$ cat config.mk
export PLATFORM = sky130hd
export DESIGN_NAME = gpib_block_talker_transmit
export DESIGN_NICKNAME = d
export VERILOG_FILES = /design/src/gpib_xmit_pkg.sv /design/src/gpib_block_talker_transmit.sv
export VERILOG_INCLUDE_DIRS = /design/src
export SDC_FILE = /design/constraint.sdc
export NUM_CORES = 1
export LEC_CHECK = 0
export BUFFER_PORTS_ARGS = -buffer_cell sky130_fd_sc_hd__buf_2
export CORE_ASPECT_RATIO = 2
export CORE_MARGIN = 2
export CORE_UTILIZATION = 55
export CTS_CLUSTER_DIAMETER = 40
export CTS_CLUSTER_SIZE = 8
export DETAILED_ROUTE_END_ITERATION = 10
export PLACE_DENSITY = 0.77
export REMOVE_ABC_BUFFERS = 1
export SLEW_MARGIN = 20
export SYNTH_ARGS = -nofsm -noshare
export SYNTH_HDL_FRONTEND = slang
export SYNTH_SLANG_ARGS = --single-unit
$ cat constraint.sdc
create_clock -name i_core_clk -period 2 [get_ports i_core_clk]
set_input_delay 0.4 -clock i_core_clk [delete_from_list [all_inputs] [get_ports i_core_clk]]
set_output_delay 0.4 -clock i_core_clk [all_outputs]
set_load 0.03 [all_outputs]
$ cat src/gpib_xmit_consts.svh
`ifndef GPIB_XMIT_CONSTS_SVH
`define GPIB_XMIT_CONSTS_SVH

// ***************************************************
// Register byte offsets
// ***************************************************
`define XMT_OFS_CMD 8'h00
`define XMT_OFS_CTRL 8'h04
`define XMT_OFS_COUNT 8'h08
`define XMT_OFS_BASE 8'h0c
`define XMT_OFS_STATUS 8'h10
`define XMT_OFS_TERM0 8'h14
`define XMT_OFS_TIMEOUT 8'h24
`define XMT_OFS_IRQ_STAT 8'h28
`define XMT_OFS_IRQ_EN 8'h2c
`define XMT_OFS_IRQ_CLR 8'h30

// ***************************************************
// Control byte fields
// ***************************************************
`define XMT_CTRL_EOI 0
`define XMT_CTRL_IDX_LO 5
`define XMT_CTRL_IDX_HI 6
`define XMT_CTRL_APPEND 7

// ***************************************************
// Status byte fields
// ***************************************************
`define XMT_STAT_NT 1
`define XMT_STAT_TMO 3
`define XMT_STAT_BUSY 8

// ***************************************************
// Interrupt event bits
// ***************************************************
`define XMT_IRQ_DONE 0
`define XMT_IRQ_TMO 1
`define XMT_IRQ_NT 2

// ***************************************************
// Terminator definition layout and defaults
// ***************************************************
`define XMT_TERM_TWO 16
`define XMT_CHAR_LF 8'h0a
`define XMT_CHAR_CR 8'h0d
`define XMT_TERM_DEF0 17'h0000a
`define XMT_TERM_DEF1 17'h10a0d
`define XMT_TERM_DEF2 17'h0000d
`define XMT_TERM_DEF3 17'h10d0a

// ***************************************************
// Timing
// ***************************************************
`define XMT_TIMEOUT_S 10
`define XMT_CLK_HZ 100000000

`endif

$ cat src/gpib_xmit_pkg.sv
package gpib_xmit_pkg;

   // ***************************************************
   // Transfer engine states
   // ***************************************************
   typedef enum logic [2:0] {
      ST_IDLE = 3'b000, // Waiting for a start
      ST_LOAD = 3'b001, // Pick the next byte or finish
      ST_FETCH = 3'b010, // Read one packed word
      ST_WAIT_RFD = 3'b011, // Wait for listeners ready
      ST_WAIT_ACC = 3'b100 // Data valid, wait for accept
   } xmit_state_t;

   typedef logic [16:0] term_def_t; // Two chars plus length flag

endpackage : gpib_xmit_pkg

$ cat src/gpib_block_talker_transmit.sv
// Our own choices: the APB register port and the register offsets.
`timescale 1ns/1ps
`include "gpib_xmit_consts.svh"

// Overview of operation
// - Send exactly the requested count, max 32767
// - Control bit 7 appends selected terminator
// - Control bits 6:5 select terminator definition
// - Defaults LF, CR LF, CR, LF CR
// - Terminator definitions are writable registers
// - Control bit 0 puts EOI on final byte
// - Control bits 4:1 are ignored
// - Status bit 3 flags handshake timeout
// - Status bit 1 flags not addressed talker
// - Status bit 8 flags busy; all other status bits read zero
// - Timeout defaults to ten seconds, adjustable
module gpib_block_talker_transmit #(
   parameter int COUNT_W = 15, // Byte count width
   parameter logic [31:0] TIMEOUT_CYCLES = `XMT_TIMEOUT_S * `XMT_CLK_HZ / 1 // Default handshake timeout
) (
   input wire logic i_core_clk,
   input wire logic i_nrst,
   // APB slave
   input wire logic i_psel,
   input wire logic i_penable,
   input wire logic i_pwrite,
   input wire logic [7:0] i_paddr,
   input wire logic [31:0] i_pwdata,
   output logic [31:0] o_prdata,
   output logic o_pready,
   output logic o_pslverr,
   // Talker addressed state from the bus front end
   input wire logic i_talker_addressed,
   // Packed word source
   output logic o_mem_req,
   output logic [31:0] o_mem_addr,
   input wire logic i_mem_ack,
   input wire logic [15:0] i_mem_data,
   // GPIB source handshake, levels as asserted
   output logic [7:0] o_gpib_data,
   output logic o_gpib_dav,
   output logic o_gpib_eoi,
   input wire logic i_gpib_nrfd,
   input wire logic i_gpib_ndac,
   // Interrupt
   output logic o_irq
);
   import gpib_xmit_pkg::*;

   // ***************************************************
   // Decode helpers
   // ***************************************************
   // Index of a terminator definition register, or 3'h4 if none
   function automatic logic [2:0] term_slot(input logic [7:0] addr);
      logic [7:0] rel;
      rel = addr - `XMT_OFS_TERM0;
      if (addr >= `XMT_OFS_TERM0 && addr < `XMT_OFS_TIMEOUT && rel[1:0] == 2'h0) begin
         term_slot = {1'b0, rel[3:2]};
      end else begin
         term_slot = 3'h4;
      end
   endfunction : term_slot

   // Default terminator for an index
   function automatic term_def_t term_default(input int idx);
      case (idx)
         0: term_default = `XMT_TERM_DEF0;
         1: term_default = `XMT_TERM_DEF1;
         2: term_default = `XMT_TERM_DEF2;
         default: term_default = `XMT_TERM_DEF3;
      endcase
   endfunction : term_default

   // ***************************************************
   // Register group state
   // ***************************************************
   logic [7:0] ctrl_ff, nxt_ctrl; // Transfer control byte
   logic [COUNT_W-1:0] count_ff, nxt_count; // Requested byte count
   logic [31:0] base_ff, nxt_base; // Word address of first word
   logic [31:0] tmo_ff, nxt_tmo; // Timeout in cycles
   term_def_t term_ff [4]; // Terminator definitions
   term_def_t nxt_term [4];
   logic [2:0] irq_stat_ff, nxt_irq_stat; // Sticky events
   logic [2:0] irq_en_ff, nxt_irq_en; // Event enables
   logic [31:0] prdata_ff, nxt_prdata; // Read data latched in setup
   logic slverr_ff, nxt_slverr; // Unmapped address flag

   // Engine state
   xmit_state_t state_ff, nxt_state;
   logic [COUNT_W-1:0] left_ff, nxt_left; // Data bytes still to send
   logic odd_ff, nxt_odd; // Next data byte is upper half
   logic [15:0] word_ff, nxt_word; // Current packed word
   logic [31:0] addr_ff, nxt_addr; // Next word address
   logic [1:0] term_pos_ff, nxt_term_pos; // Terminator chars already sent
   logic last_ff, nxt_last; // Byte on bus is the final one
   logic [31:0] timer_ff, nxt_timer; // Handshake wait counter
   logic [7:0] status_ff, nxt_status; // Returned status byte
   logic [7:0] data_ff, nxt_data;
   logic dav_ff, nxt_dav;
   logic eoi_ff, nxt_eoi;
   logic [2:0] evt_ff, nxt_evt; // One-cycle event pulses

   logic wr_en; // Write takes effect this edge
   logic setup; // Setup phase of any access
   logic start; // Start strobe from software
   logic [2:0] wslot; // Terminator slot addressed
   logic [2:0] rslot;
   logic mapped; // Address hits a register
   logic [1:0] sel_idx; // Selected terminator index
   term_def_t sel_term;
   logic timed_out;

   assign wr_en = i_psel && i_penable && i_pwrite;
   assign setup = i_psel && !i_penable;
   assign wslot = term_slot(i_paddr);
   assign rslot = wslot;
   assign start = wr_en && (i_paddr == `XMT_OFS_CMD) && i_pwdata[0];
   // Only bits 6:5 pick the terminator; 4:1 reach nothing
   assign sel_idx = {ctrl_ff[`XMT_CTRL_IDX_HI], ctrl_ff[`XMT_CTRL_IDX_LO]};
   assign sel_term = term_ff[sel_idx];
   assign timed_out = (timer_ff >= tmo_ff);

   // Zero wait states; read data was captured in setup
   assign o_pready = 1'b1;
   assign o_prdata = prdata_ff;
   assign o_pslverr = slverr_ff && i_psel && i_penable;

   // ***************************************************
   // Register group next values
   // ***************************************************
   always_comb begin
      nxt_ctrl = ctrl_ff;
      nxt_count = count_ff;
      nxt_base = base_ff;
      nxt_tmo = tmo_ff;
      nxt_irq_en = irq_en_ff;
      nxt_prdata = prdata_ff;
      nxt_slverr = slverr_ff;
      for (int i = 0; i < 4; i++) begin
         nxt_term[i] = term_ff[i];
      end
      mapped = 1'b1;
      // Read mux, evaluated in the setup cycle
      case (i_paddr)
         `XMT_OFS_CMD: nxt_prdata = {31'h0, state_ff != ST_IDLE};
         `XMT_OFS_CTRL: nxt_prdata = {24'h0, ctrl_ff};
         `XMT_OFS_COUNT: nxt_prdata = {{(32 - COUNT_W){1'b0}}, count_ff};
         `XMT_OFS_BASE: nxt_prdata = base_ff;
         `XMT_OFS_STATUS: nxt_prdata = {23'h0, state_ff != ST_IDLE, status_ff};
         `XMT_OFS_TIMEOUT: nxt_prdata = tmo_ff;
         `XMT_OFS_IRQ_STAT: nxt_prdata = {29'h0, irq_stat_ff};
         `XMT_OFS_IRQ_EN: nxt_prdata = {29'h0, irq_en_ff};
         `XMT_OFS_IRQ_CLR: nxt_prdata = 32'h0;
         default: begin
            // Terminator slots, otherwise unmapped
            if (rslot[2]) begin
               mapped = 1'b0;
               nxt_prdata = 32'h0;
            end else begin
               nxt_prdata = {15'h0, term_ff[rslot[1:0]]};
            end
         end
      endcase
      if (setup) begin
         nxt_slverr = !mapped;
      end else begin
         nxt_prdata = prdata_ff;
      end
      // Writes; parameters are locked while a transfer runs
      if (wr_en && state_ff == ST_IDLE) begin
         case (i_paddr)
            `XMT_OFS_CTRL: nxt_ctrl = i_pwdata[7:0];
            `XMT_OFS_COUNT: nxt_count = i_pwdata[COUNT_W-1:0];
            `XMT_OFS_BASE: nxt_base = i_pwdata;
            `XMT_OFS_TIMEOUT: nxt_tmo = i_pwdata;
            default: begin
               if (!wslot[2]) begin
                  nxt_term[wslot[1:0]] = i_pwdata[16:0];
               end
            end
         endcase
      end
      if (wr_en && i_paddr == `XMT_OFS_IRQ_EN) begin
         nxt_irq_en = i_pwdata[2:0];
      end
      // Set wins over a clear in the same cycle
      nxt_irq_stat = irq_stat_ff;
      if (wr_en && i_paddr == `XMT_OFS_IRQ_CLR) begin
         nxt_irq_stat = irq_stat_ff & ~i_pwdata[2:0];
      end
      nxt_irq_stat = nxt_irq_stat | evt_ff;
   end

   // ***************************************************
   // Register group flops
   // ***************************************************
   always_ff @(posedge i_core_clk or negedge i_nrst) begin
      if (!i_nrst) begin
         ctrl_ff <= 8'h00;
         count_ff <= '0;
         base_ff <= 32'h0;
         tmo_ff <= TIMEOUT_CYCLES;
         for (int i = 0; i < 4; i++) begin
            term_ff[i] <= term_default(i);
         end
         irq_stat_ff <= 3'h0;
         irq_en_ff <= 3'h0;
         prdata_ff <= 32'h0;
         slverr_ff <= 1'b0;
      end else begin
         ctrl_ff <= nxt_ctrl;
         count_ff <= nxt_count;
         base_ff <= nxt_base;
         tmo_ff <= nxt_tmo;
         for (int i = 0; i < 4; i++) begin
            term_ff[i] <= nxt_term[i];
         end
         irq_stat_ff <= nxt_irq_stat;
         irq_en_ff <= nxt_irq_en;
         prdata_ff <= nxt_prdata;
         slverr_ff <= nxt_slverr;
      end
   end

   assign o_irq = |(irq_stat_ff & irq_en_ff);

   // ***************************************************
   // Transfer engine next values
   // ***************************************************
   always_comb begin
      nxt_state = state_ff;
      nxt_left = left_ff;
      nxt_odd = odd_ff;
      nxt_word = word_ff;
      nxt_addr = addr_ff;
      nxt_term_pos = term_pos_ff;
      nxt_last = last_ff;
      nxt_timer = timer_ff;
      nxt_status = status_ff;
      nxt_data = data_ff;
      nxt_dav = dav_ff;
      nxt_eoi = eoi_ff;
      nxt_evt = 3'h0;
      case (state_ff)
         ST_IDLE: begin
            if (start) begin
               // Fresh status; only TIMEOUT_ERROR_FLAG and NT can ever be set
               nxt_status = 8'h00;
               nxt_left = count_ff;
               nxt_odd = 1'b0;
               nxt_addr = base_ff;
               nxt_term_pos = 2'h0;
               if (!i_talker_addressed) begin
                  // Refuse outright, bus untouched
                  nxt_status[`XMT_STAT_NT] = 1'b1;
                  nxt_evt[`XMT_IRQ_NT] = 1'b1;
                  nxt_evt[`XMT_IRQ_DONE] = 1'b1;
               end else begin
                  nxt_state = ST_LOAD;
               end
            end
         end
         ST_LOAD: begin
            nxt_timer = 32'h0;
            if (left_ff != '0) begin
               // Final data byte only if nothing is appended
               nxt_last = (left_ff == COUNT_W'(1)) && !ctrl_ff[`XMT_CTRL_APPEND];
               if (!odd_ff) begin
                  nxt_state = ST_FETCH;
               end else begin
                  nxt_data = word_ff[15:8];
                  nxt_state = ST_WAIT_RFD;
               end
            end else if (ctrl_ff[`XMT_CTRL_APPEND]
                         && (term_pos_ff == 2'h0 || (term_pos_ff == 2'h1 && sel_term[`XMT_TERM_TWO]))) begin
               // Terminator characters follow the data; the count stops a second char repeating
               nxt_data = term_pos_ff[0] ? sel_term[15:8] : sel_term[7:0];
               nxt_last = term_pos_ff[0] || !sel_term[`XMT_TERM_TWO];
               nxt_state = ST_WAIT_RFD;
            end else begin
               nxt_evt[`XMT_IRQ_DONE] = 1'b1;
               nxt_state = ST_IDLE;
            end
         end
         ST_FETCH: begin
            if (i_mem_ack) begin
               // Low half goes first
               nxt_word = i_mem_data;
               nxt_data = i_mem_data[7:0];
               nxt_addr = addr_ff + 32'h1;
               nxt_state = ST_WAIT_RFD;
            end
         end
         ST_WAIT_RFD: begin
            nxt_timer = timer_ff + 32'h1;
            if (!i_gpib_nrfd) begin
               nxt_dav = 1'b1;
               // EOI only with the final byte and only if asked
               nxt_eoi = last_ff && ctrl_ff[`XMT_CTRL_EOI];
               nxt_timer = 32'h0;
               nxt_state = ST_WAIT_ACC;
            end else if (timed_out) begin
               nxt_status[`XMT_STAT_TMO] = 1'b1;
               nxt_evt = 3'b011;
               nxt_state = ST_IDLE;
            end
         end
         ST_WAIT_ACC: begin
            nxt_timer = timer_ff + 32'h1;
            if (!i_gpib_ndac) begin
               // Byte accepted; advance the counters
               nxt_dav = 1'b0;
               nxt_eoi = 1'b0;
               if (left_ff != '0) begin
                  nxt_left = left_ff - COUNT_W'(1);
                  nxt_odd = !odd_ff;
               end else begin
                  nxt_term_pos = term_pos_ff + 2'h1;
               end
               nxt_state = ST_LOAD;
            end else if (timed_out) begin
               // Abort: drop DAV and EOI so the bus is released
               nxt_dav = 1'b0;
               nxt_eoi = 1'b0;
               nxt_status[`XMT_STAT_TMO] = 1'b1;
               nxt_evt = 3'b011;
               nxt_state = ST_IDLE;
            end
         end
         default: begin
            nxt_state = ST_IDLE;
            nxt_dav = 1'b0;
            nxt_eoi = 1'b0;
         end
      endcase
   end

   // ***************************************************
   // Transfer engine flops
   // ***************************************************
   always_ff @(posedge i_core_clk or negedge i_nrst) begin
      if (!i_nrst) begin
         state_ff <= ST_IDLE;
         left_ff <= '0;
         odd_ff <= 1'b0;
         word_ff <= 16'h0;
         addr_ff <= 32'h0;
         term_pos_ff <= 2'h0;
         last_ff <= 1'b0;
         timer_ff <= 32'h0;
         status_ff <= 8'h00;
         data_ff <= 8'h00;
         dav_ff <= 1'b0;
         eoi_ff <= 1'b0;
         evt_ff <= 3'h0;
      end else begin
         state_ff <= nxt_state;
         left_ff <= nxt_left;
         odd_ff <= nxt_odd;
         word_ff <= nxt_word;
         addr_ff <= nxt_addr;
         term_pos_ff <= nxt_term_pos;
         last_ff <= nxt_last;
         timer_ff <= nxt_timer;
         status_ff <= nxt_status;
         data_ff <= nxt_data;
         dav_ff <= nxt_dav;
         eoi_ff <= nxt_eoi;
         evt_ff <= nxt_evt;
      end
   end

   // Request is a handshake output; address comes from a flop
   assign o_mem_req = (state_ff == ST_FETCH);
   assign o_mem_addr = addr_ff;
   assign o_gpib_data = data_ff;
   assign o_gpib_dav = dav_ff;
   assign o_gpib_eoi = eoi_ff;

endmodule : gpib_block_talker_transmit

# Word-level counts from Yosys, hierarchy flattened
# Index checks and enable logic that the tools add are counted.
# Widths: inputs -> output; s select.
[word_totals]
input_bits = 65
reg_bits = 311
latch_bits = 0
n_memories = 0
rom_bits = 0
ramBits = 0
[op_classes]
n_mul = 0
reduce_logical = 55
bitwise_logic = 9
div = 0
n_lt_le_gt_ge = 6
mux = 71
shift = 0
n_addsub = 5
n_eq_ne = 26
[op_table]
columns = ["operator", "n"]
rows = [
  ["$pmux 32 s9", 1],
  ["$mux 17", 6],
  ["$mux 32", 3],
  ["$pmux 32 s3", 1],
  ["$bmux 17 s2", 2],
  ["$bwmux 68", 1],
  ["$add 32x1->32 const B", 2],
  ["$pmux 32 s2", 1],
  ["$mux 15", 3],
  ["$mux 8", 5],
  ["$demux 17 s2", 1],
  ["$mux 3", 11],
  ["$eq 8x6->1 const B", 4],
  ["$ge 32x32->1", 1],
  ["$pmux 15 s2", 1],
  ["$mux 1", 19],
  ["$logic_and 1x1->1", 17],
  ["$eq 8x4->1 const B", 2],
  ["$ne 2x2->1 const B", 8],
  ["$pmux 8 s2", 1],
  ["$reduce_and 4->1", 4],
  ["$eq 15x1->1 const B", 1],
  ["$pmux 3 s5", 1],
  ["$reduce_bool 15->1", 1],
  ["38 further kinds", 75],
]

# Longest topological paths before layout
[logic_depth]
depth_word = 10
mapped_depth = 13
ltp_nobuf = 8

# Least setup slack after synthesis
# Ideal clock, no wire load.
[synth_path]
path_kind = "input -> register"
start = "input port i_paddr[2]"
end = "register term_ff[40] (netlist name)"
stages = 10
t_arrival_ps = 2945
path_slack_ps = -1070
path_cell_list = "buf_2 -> buf_2 -> clkbuf_1 -> inv_1 -> ha_1 -> clkbuf_1 -> nand2_2 -> nor4_4 -> buf_6 -> mux2_2"
[synth_between]
elab_chain_cells = 10
[synth_rtl]
columns = ["element", "line", "source"]
rows = [
  ["start, declared", "gpib_block_talker_transmit.sv:27", "input wire logic [7:0] i_paddr,"],
  ["$ge 8x5->1 (no source line) or $lt 8x6->1 (tied branches)", "--", ""],
  ["$logic_and 1x1->1 (no source line)", "--", ""],
  ["$logic_and 1x1->1", "gpib_block_talker_transmit.sv:57", "if (addr >= `XMT_OFS_TERM0 && addr < `XMT_OFS_TIMEOUT && rel[1:0] == 2'h0) begin"],
  ["$mux 3", "gpib_block_talker_transmit.sv:57", ""],
  ["$not 2->3 (not written as such)", "gpib_block_talker_transmit.sv:178", "nxt_term[wslot[1:0]] = i_pwdata[16:0];"],
  ["$ge 3x3->1 (not written as such) or $lt 3x1->1 (tied branches)", "gpib_block_talker_transmit.sv:178", ""],
  ["$logic_and 1x1->1 (not written as such)", "gpib_block_talker_transmit.sv:178", ""],
  ["$mux 17 (not written as such)", "gpib_block_talker_transmit.sv:178", ""],
  ["$demux 17 s2", "gpib_block_talker_transmit.sv:178", ""],
  ["$bwmux 68", "gpib_block_talker_transmit.sv:178", ""],
  ["end signal, assigned by index", "gpib_block_talker_transmit.sv:204", "term_ff[i] <= term_default(i);"],
  ["end signal, assigned by index", "gpib_block_talker_transmit.sv:216", "term_ff[i] <= nxt_term[i];"],
  ["end, declared", "gpib_block_talker_transmit.sv:81", "term_def_t term_ff [4];"],
]
# Several ways; a longest one is shown, not always the timed one.
# A chain may end at the register's enable or synchronous reset.

# Worst setup path after layout
[layout_path]
start = "register irq_stat_ff[2]"
end = "output port o_irq"
[layout_between]
elab_chain_cells = 2
[layout_rtl]
columns = ["element", "line", "source"]
rows = [
  ["start, declared", "gpib_block_talker_transmit.sv:83", "logic [2:0] irq_stat_ff, nxt_irq_stat;"],
  ["start signal, assigned", "gpib_block_talker_transmit.sv:218", "irq_stat_ff <= nxt_irq_stat;"],
  ["$and 3x3->3", "gpib_block_talker_transmit.sv:225", "assign o_irq = |(irq_stat_ff & irq_en_ff);"],
  ["$reduce_or 3->1", "gpib_block_talker_transmit.sv:225", ""],
  ["end, declared", "gpib_block_talker_transmit.sv:46", "output logic o_irq"],
]
# No other way between the ends.

==> results.cfg <==
[timing]
finalCritPeriodShare_pct = 117
report.final.slew_viol_count = 0
fin_ws_ns = -0.335
max-slew-margin-rel_pct = 54.9
fin_crit_ns = 2.33
finalSetupViolations = 128
tightest_slew_ns = 0.676
whs_ns = 0.0704
fmax_ghz = 0.428
hold_violations = 0
finClkSkew_ns = 0.0250
rsz0062_at_grt = true

[setup_path]
arrival_ns = 1.93
ff2ff_setup_slack_ns = -0.33
r2r_end = state_ff[2]
path_class = reg2out
r2r_start = tmo_ff[28]
worstPathRequired_ns = 1.60
worst_setup_path_start_kind = register
ff2ff_path_depth = 9
critPathMaxFanout = 2
end_kind = output pin

[die]
initial_core_util_pct = 56.0
core_mm2 = 0.0290
pin_count = 143
fp.dieW_um = 125
num_rows = 88
die_h_um = 247
dieArea_mm2 = 0.0309

[hold_path]
whs_endpoint = base_ff[19]
hold_path.class = in2reg
whs_path_depth = 2
min_from = i_pwdata[19]

[placement]
gp_congestion = 1.06
pre_cts_slack_ns = -0.590
io_buffer_count = 141
dp_hpwl_um = 39400

[synth]
yosys_register_bits = 303
syn_inst = 1506
yosysTopAreaCellShare_pct = 42.1
avgSynthCellArea_um2 = 10.8
synth_area_mm2 = 0.0162
yosysTopAreaCell = dfrtp_1
synth.most_common_cell = dfrtp_1
yosys.cell_types.count = 83
synthFlopType = dfrtp_1
synth-async-reset-ratio_pct = 100
yosysSeqAreaShare_pct = 47.0
yosys-top-cells-count = dfrtp_1, mux2_2, nand2_1
synth.area.top_cells = dfrtp_1, mux2_2, dfstp_2, ha_1, a21oi_1
synth-edff-count = 0
ys_warn_count = 0

[pwr]
leakagePower_uw = 0.0102
ir_drop_v = 0.000809
power_density_mw_per_mm2 = 980

[clock_network]
h-tree-depth = 2
cts_tree = done
cts_inserted_buffers = 44
cts_root_buf = clkbuf_16
clock-sinks = 303
clock_path_buffers = 3
clk_latency_ns = 0.57
clkTransAtPathRegs_ns = 0.05

[grt]
grtUsageMet1_pct = 37.7
antenna_found_initial = 0
grt_max_degree = 67
grt_pass1_wl_um = 90000
grt_usage_pct = 38.0
use_met3_pct = 6.27
first_global_vias = 15700
busiest_layer = met2
grt-ovfl-total = 0
use_met2_pct = 67.1

[route]
vias_per_cell = 6.54
drt_first_iter_violations = 1244
drtPass1Iterations = 6
wirelength_um = 60700
ant_nets = 0
via_count = 15100
drc = 0
wl_per_cell_um = 26.4

[cells_and_area]
drive_gt1_share_pct = 45.6
antenna_cells = 0
syn2layout_area_growth_pct = 36.7
finalNetCount = 2017

[run]
drv_cap = 0

[outcome]
run_status = finished, violations left
violations = negative setup slack
[report_power, final]
group	internal, µW	leakage [µW]	switching (µW)
registers	6900	0.00394	706
clock network	4190	0.000606	2800
logic	2930	0.00562	4190
[final cells by class]
type,instances,area (µm²)
clock buffers,78,1250
repair buffers,447,3600
multi-input cells,1052,8970
fillers,1765,6800
flip-flops and latches,303,7620
inverters,61,236
well taps,360,450
clock inverters,3,32.5
[critical path: stages, from the launching register on]
cell and delay, ns:
dfrtp_1 0.39, a222oi_1 0.63, buf_4 0.22, inv_2 0.03
buf_6 0.12
[state kept, by name (all words and copies together) (netlist names), 2 cells and up]
signal and count:
tmo_ff 32, irq_en_ff 3, count_ff 15, left_ff 15, evt_ff 3, ctrl_ff 8
irq_stat_ff 3, word_ff 8, term_pos_ff 2, o_prdata 32, base_ff 32, timer_ff 32
status_ff 2, o_gpib_data 8, o_mem_addr 32, state_ff 3, term_ff 68
[placed cells by master (no fill, tap or decap), drive strengths merged, types with 9 or more instances in the layout]
cell and n:
dfstp 30, o22ai 14, nor2 111, nor3 20, mux2i 17, xor2 13, mux4 17, nor3b 9
clkbuf 79, a221oi 22, o211ai 18, nand4 23, ha 43, inv 62, and3 22, a21o 9
buf 445, a31oi 14, o21ai 74, a21oi 106, mux2 182, dfrtp 273, o21a 9, a22oi 27
nand2 115, nor4 17, nand3 45
[layer usage]
| metal | routed length, µm | part of all wire [%] |
|---|---|---|
| met4 | 6910 | 11 |
| met3 | 3870 | 6.4 |
| met2 | 30900 | 51 |
| met1 | 19100 | 31 |
| met5 | 0 | 0 |
[worst max-delay path by stage]
stage	start	end	slack, ns	cells past startpoint
2_1_floorplan	i_paddr[2]	o_mem_addr[24]	-1.63	8
3_3_place_gp	i_paddr[2]	o_gpib_data[5]	-0.49	10
3_5_place_dp	i_paddr[2]	o_gpib_data[5]	-0.59	10
4_1_cts	irq_en_ff[2]	o_irq	-0.33	4
5_1_grt	tmo_ff[28]	state_ff[2]	-0.34	9
6_report	irq_stat_ff[2]	o_irq	-0.33	4
[timing repair]
item | CTS | global route
hold endpoints to repair | 25 | 0
pin swaps | 57 | 46
endpoints found under the setup margin | 123 | 152
gates cloned | 9 | 2
setup buffers | 35 | 18
hold buffers | 1 | 0
resized for setup | 188 | 126
[cell families (layout without fill, tap and decap cells)]
family	Yosys count	in the layout	synth area share [%]
XOR/XNOR	21	21	1.13
flip-flops	303	303	47.0
other	1	1	0.0231
AO/OA/AOI/OAI	365	365	14.7
multiplexers	216	216	16.7
AND/OR/NAND/NOR	406	406	12.9
adder cells (fa/ha/maj)	43	43	3.32
buffers and inverters	151	589	4.19
[through the flow]
| step | setup TNS [ns] | cell area, µm² | cells | utilization, % | total power, µW |
|---|---|---|---|---|---|
| 3_3_place_gp | -71.13 | 19100 | 2173 | 66.1 | 13300 |
| 2_1_floorplan | -216.10 | 15800 | 1416 | - | 10800 |
| 5_1_grt | -22.24 | 22200 | 2304 | 76.5 | 22500 |
| 6_report | -16.66 | 22200 | 2304 | 76.5 | 21700 |
| 4_1_cts | -8.80 | 21600 | 2294 | 74.6 | 21000 |
| 3_5_place_dp | -85.40 | 19100 | 2173 | 66.1 | 13500 |
Power figures use the tool's default switching activity.
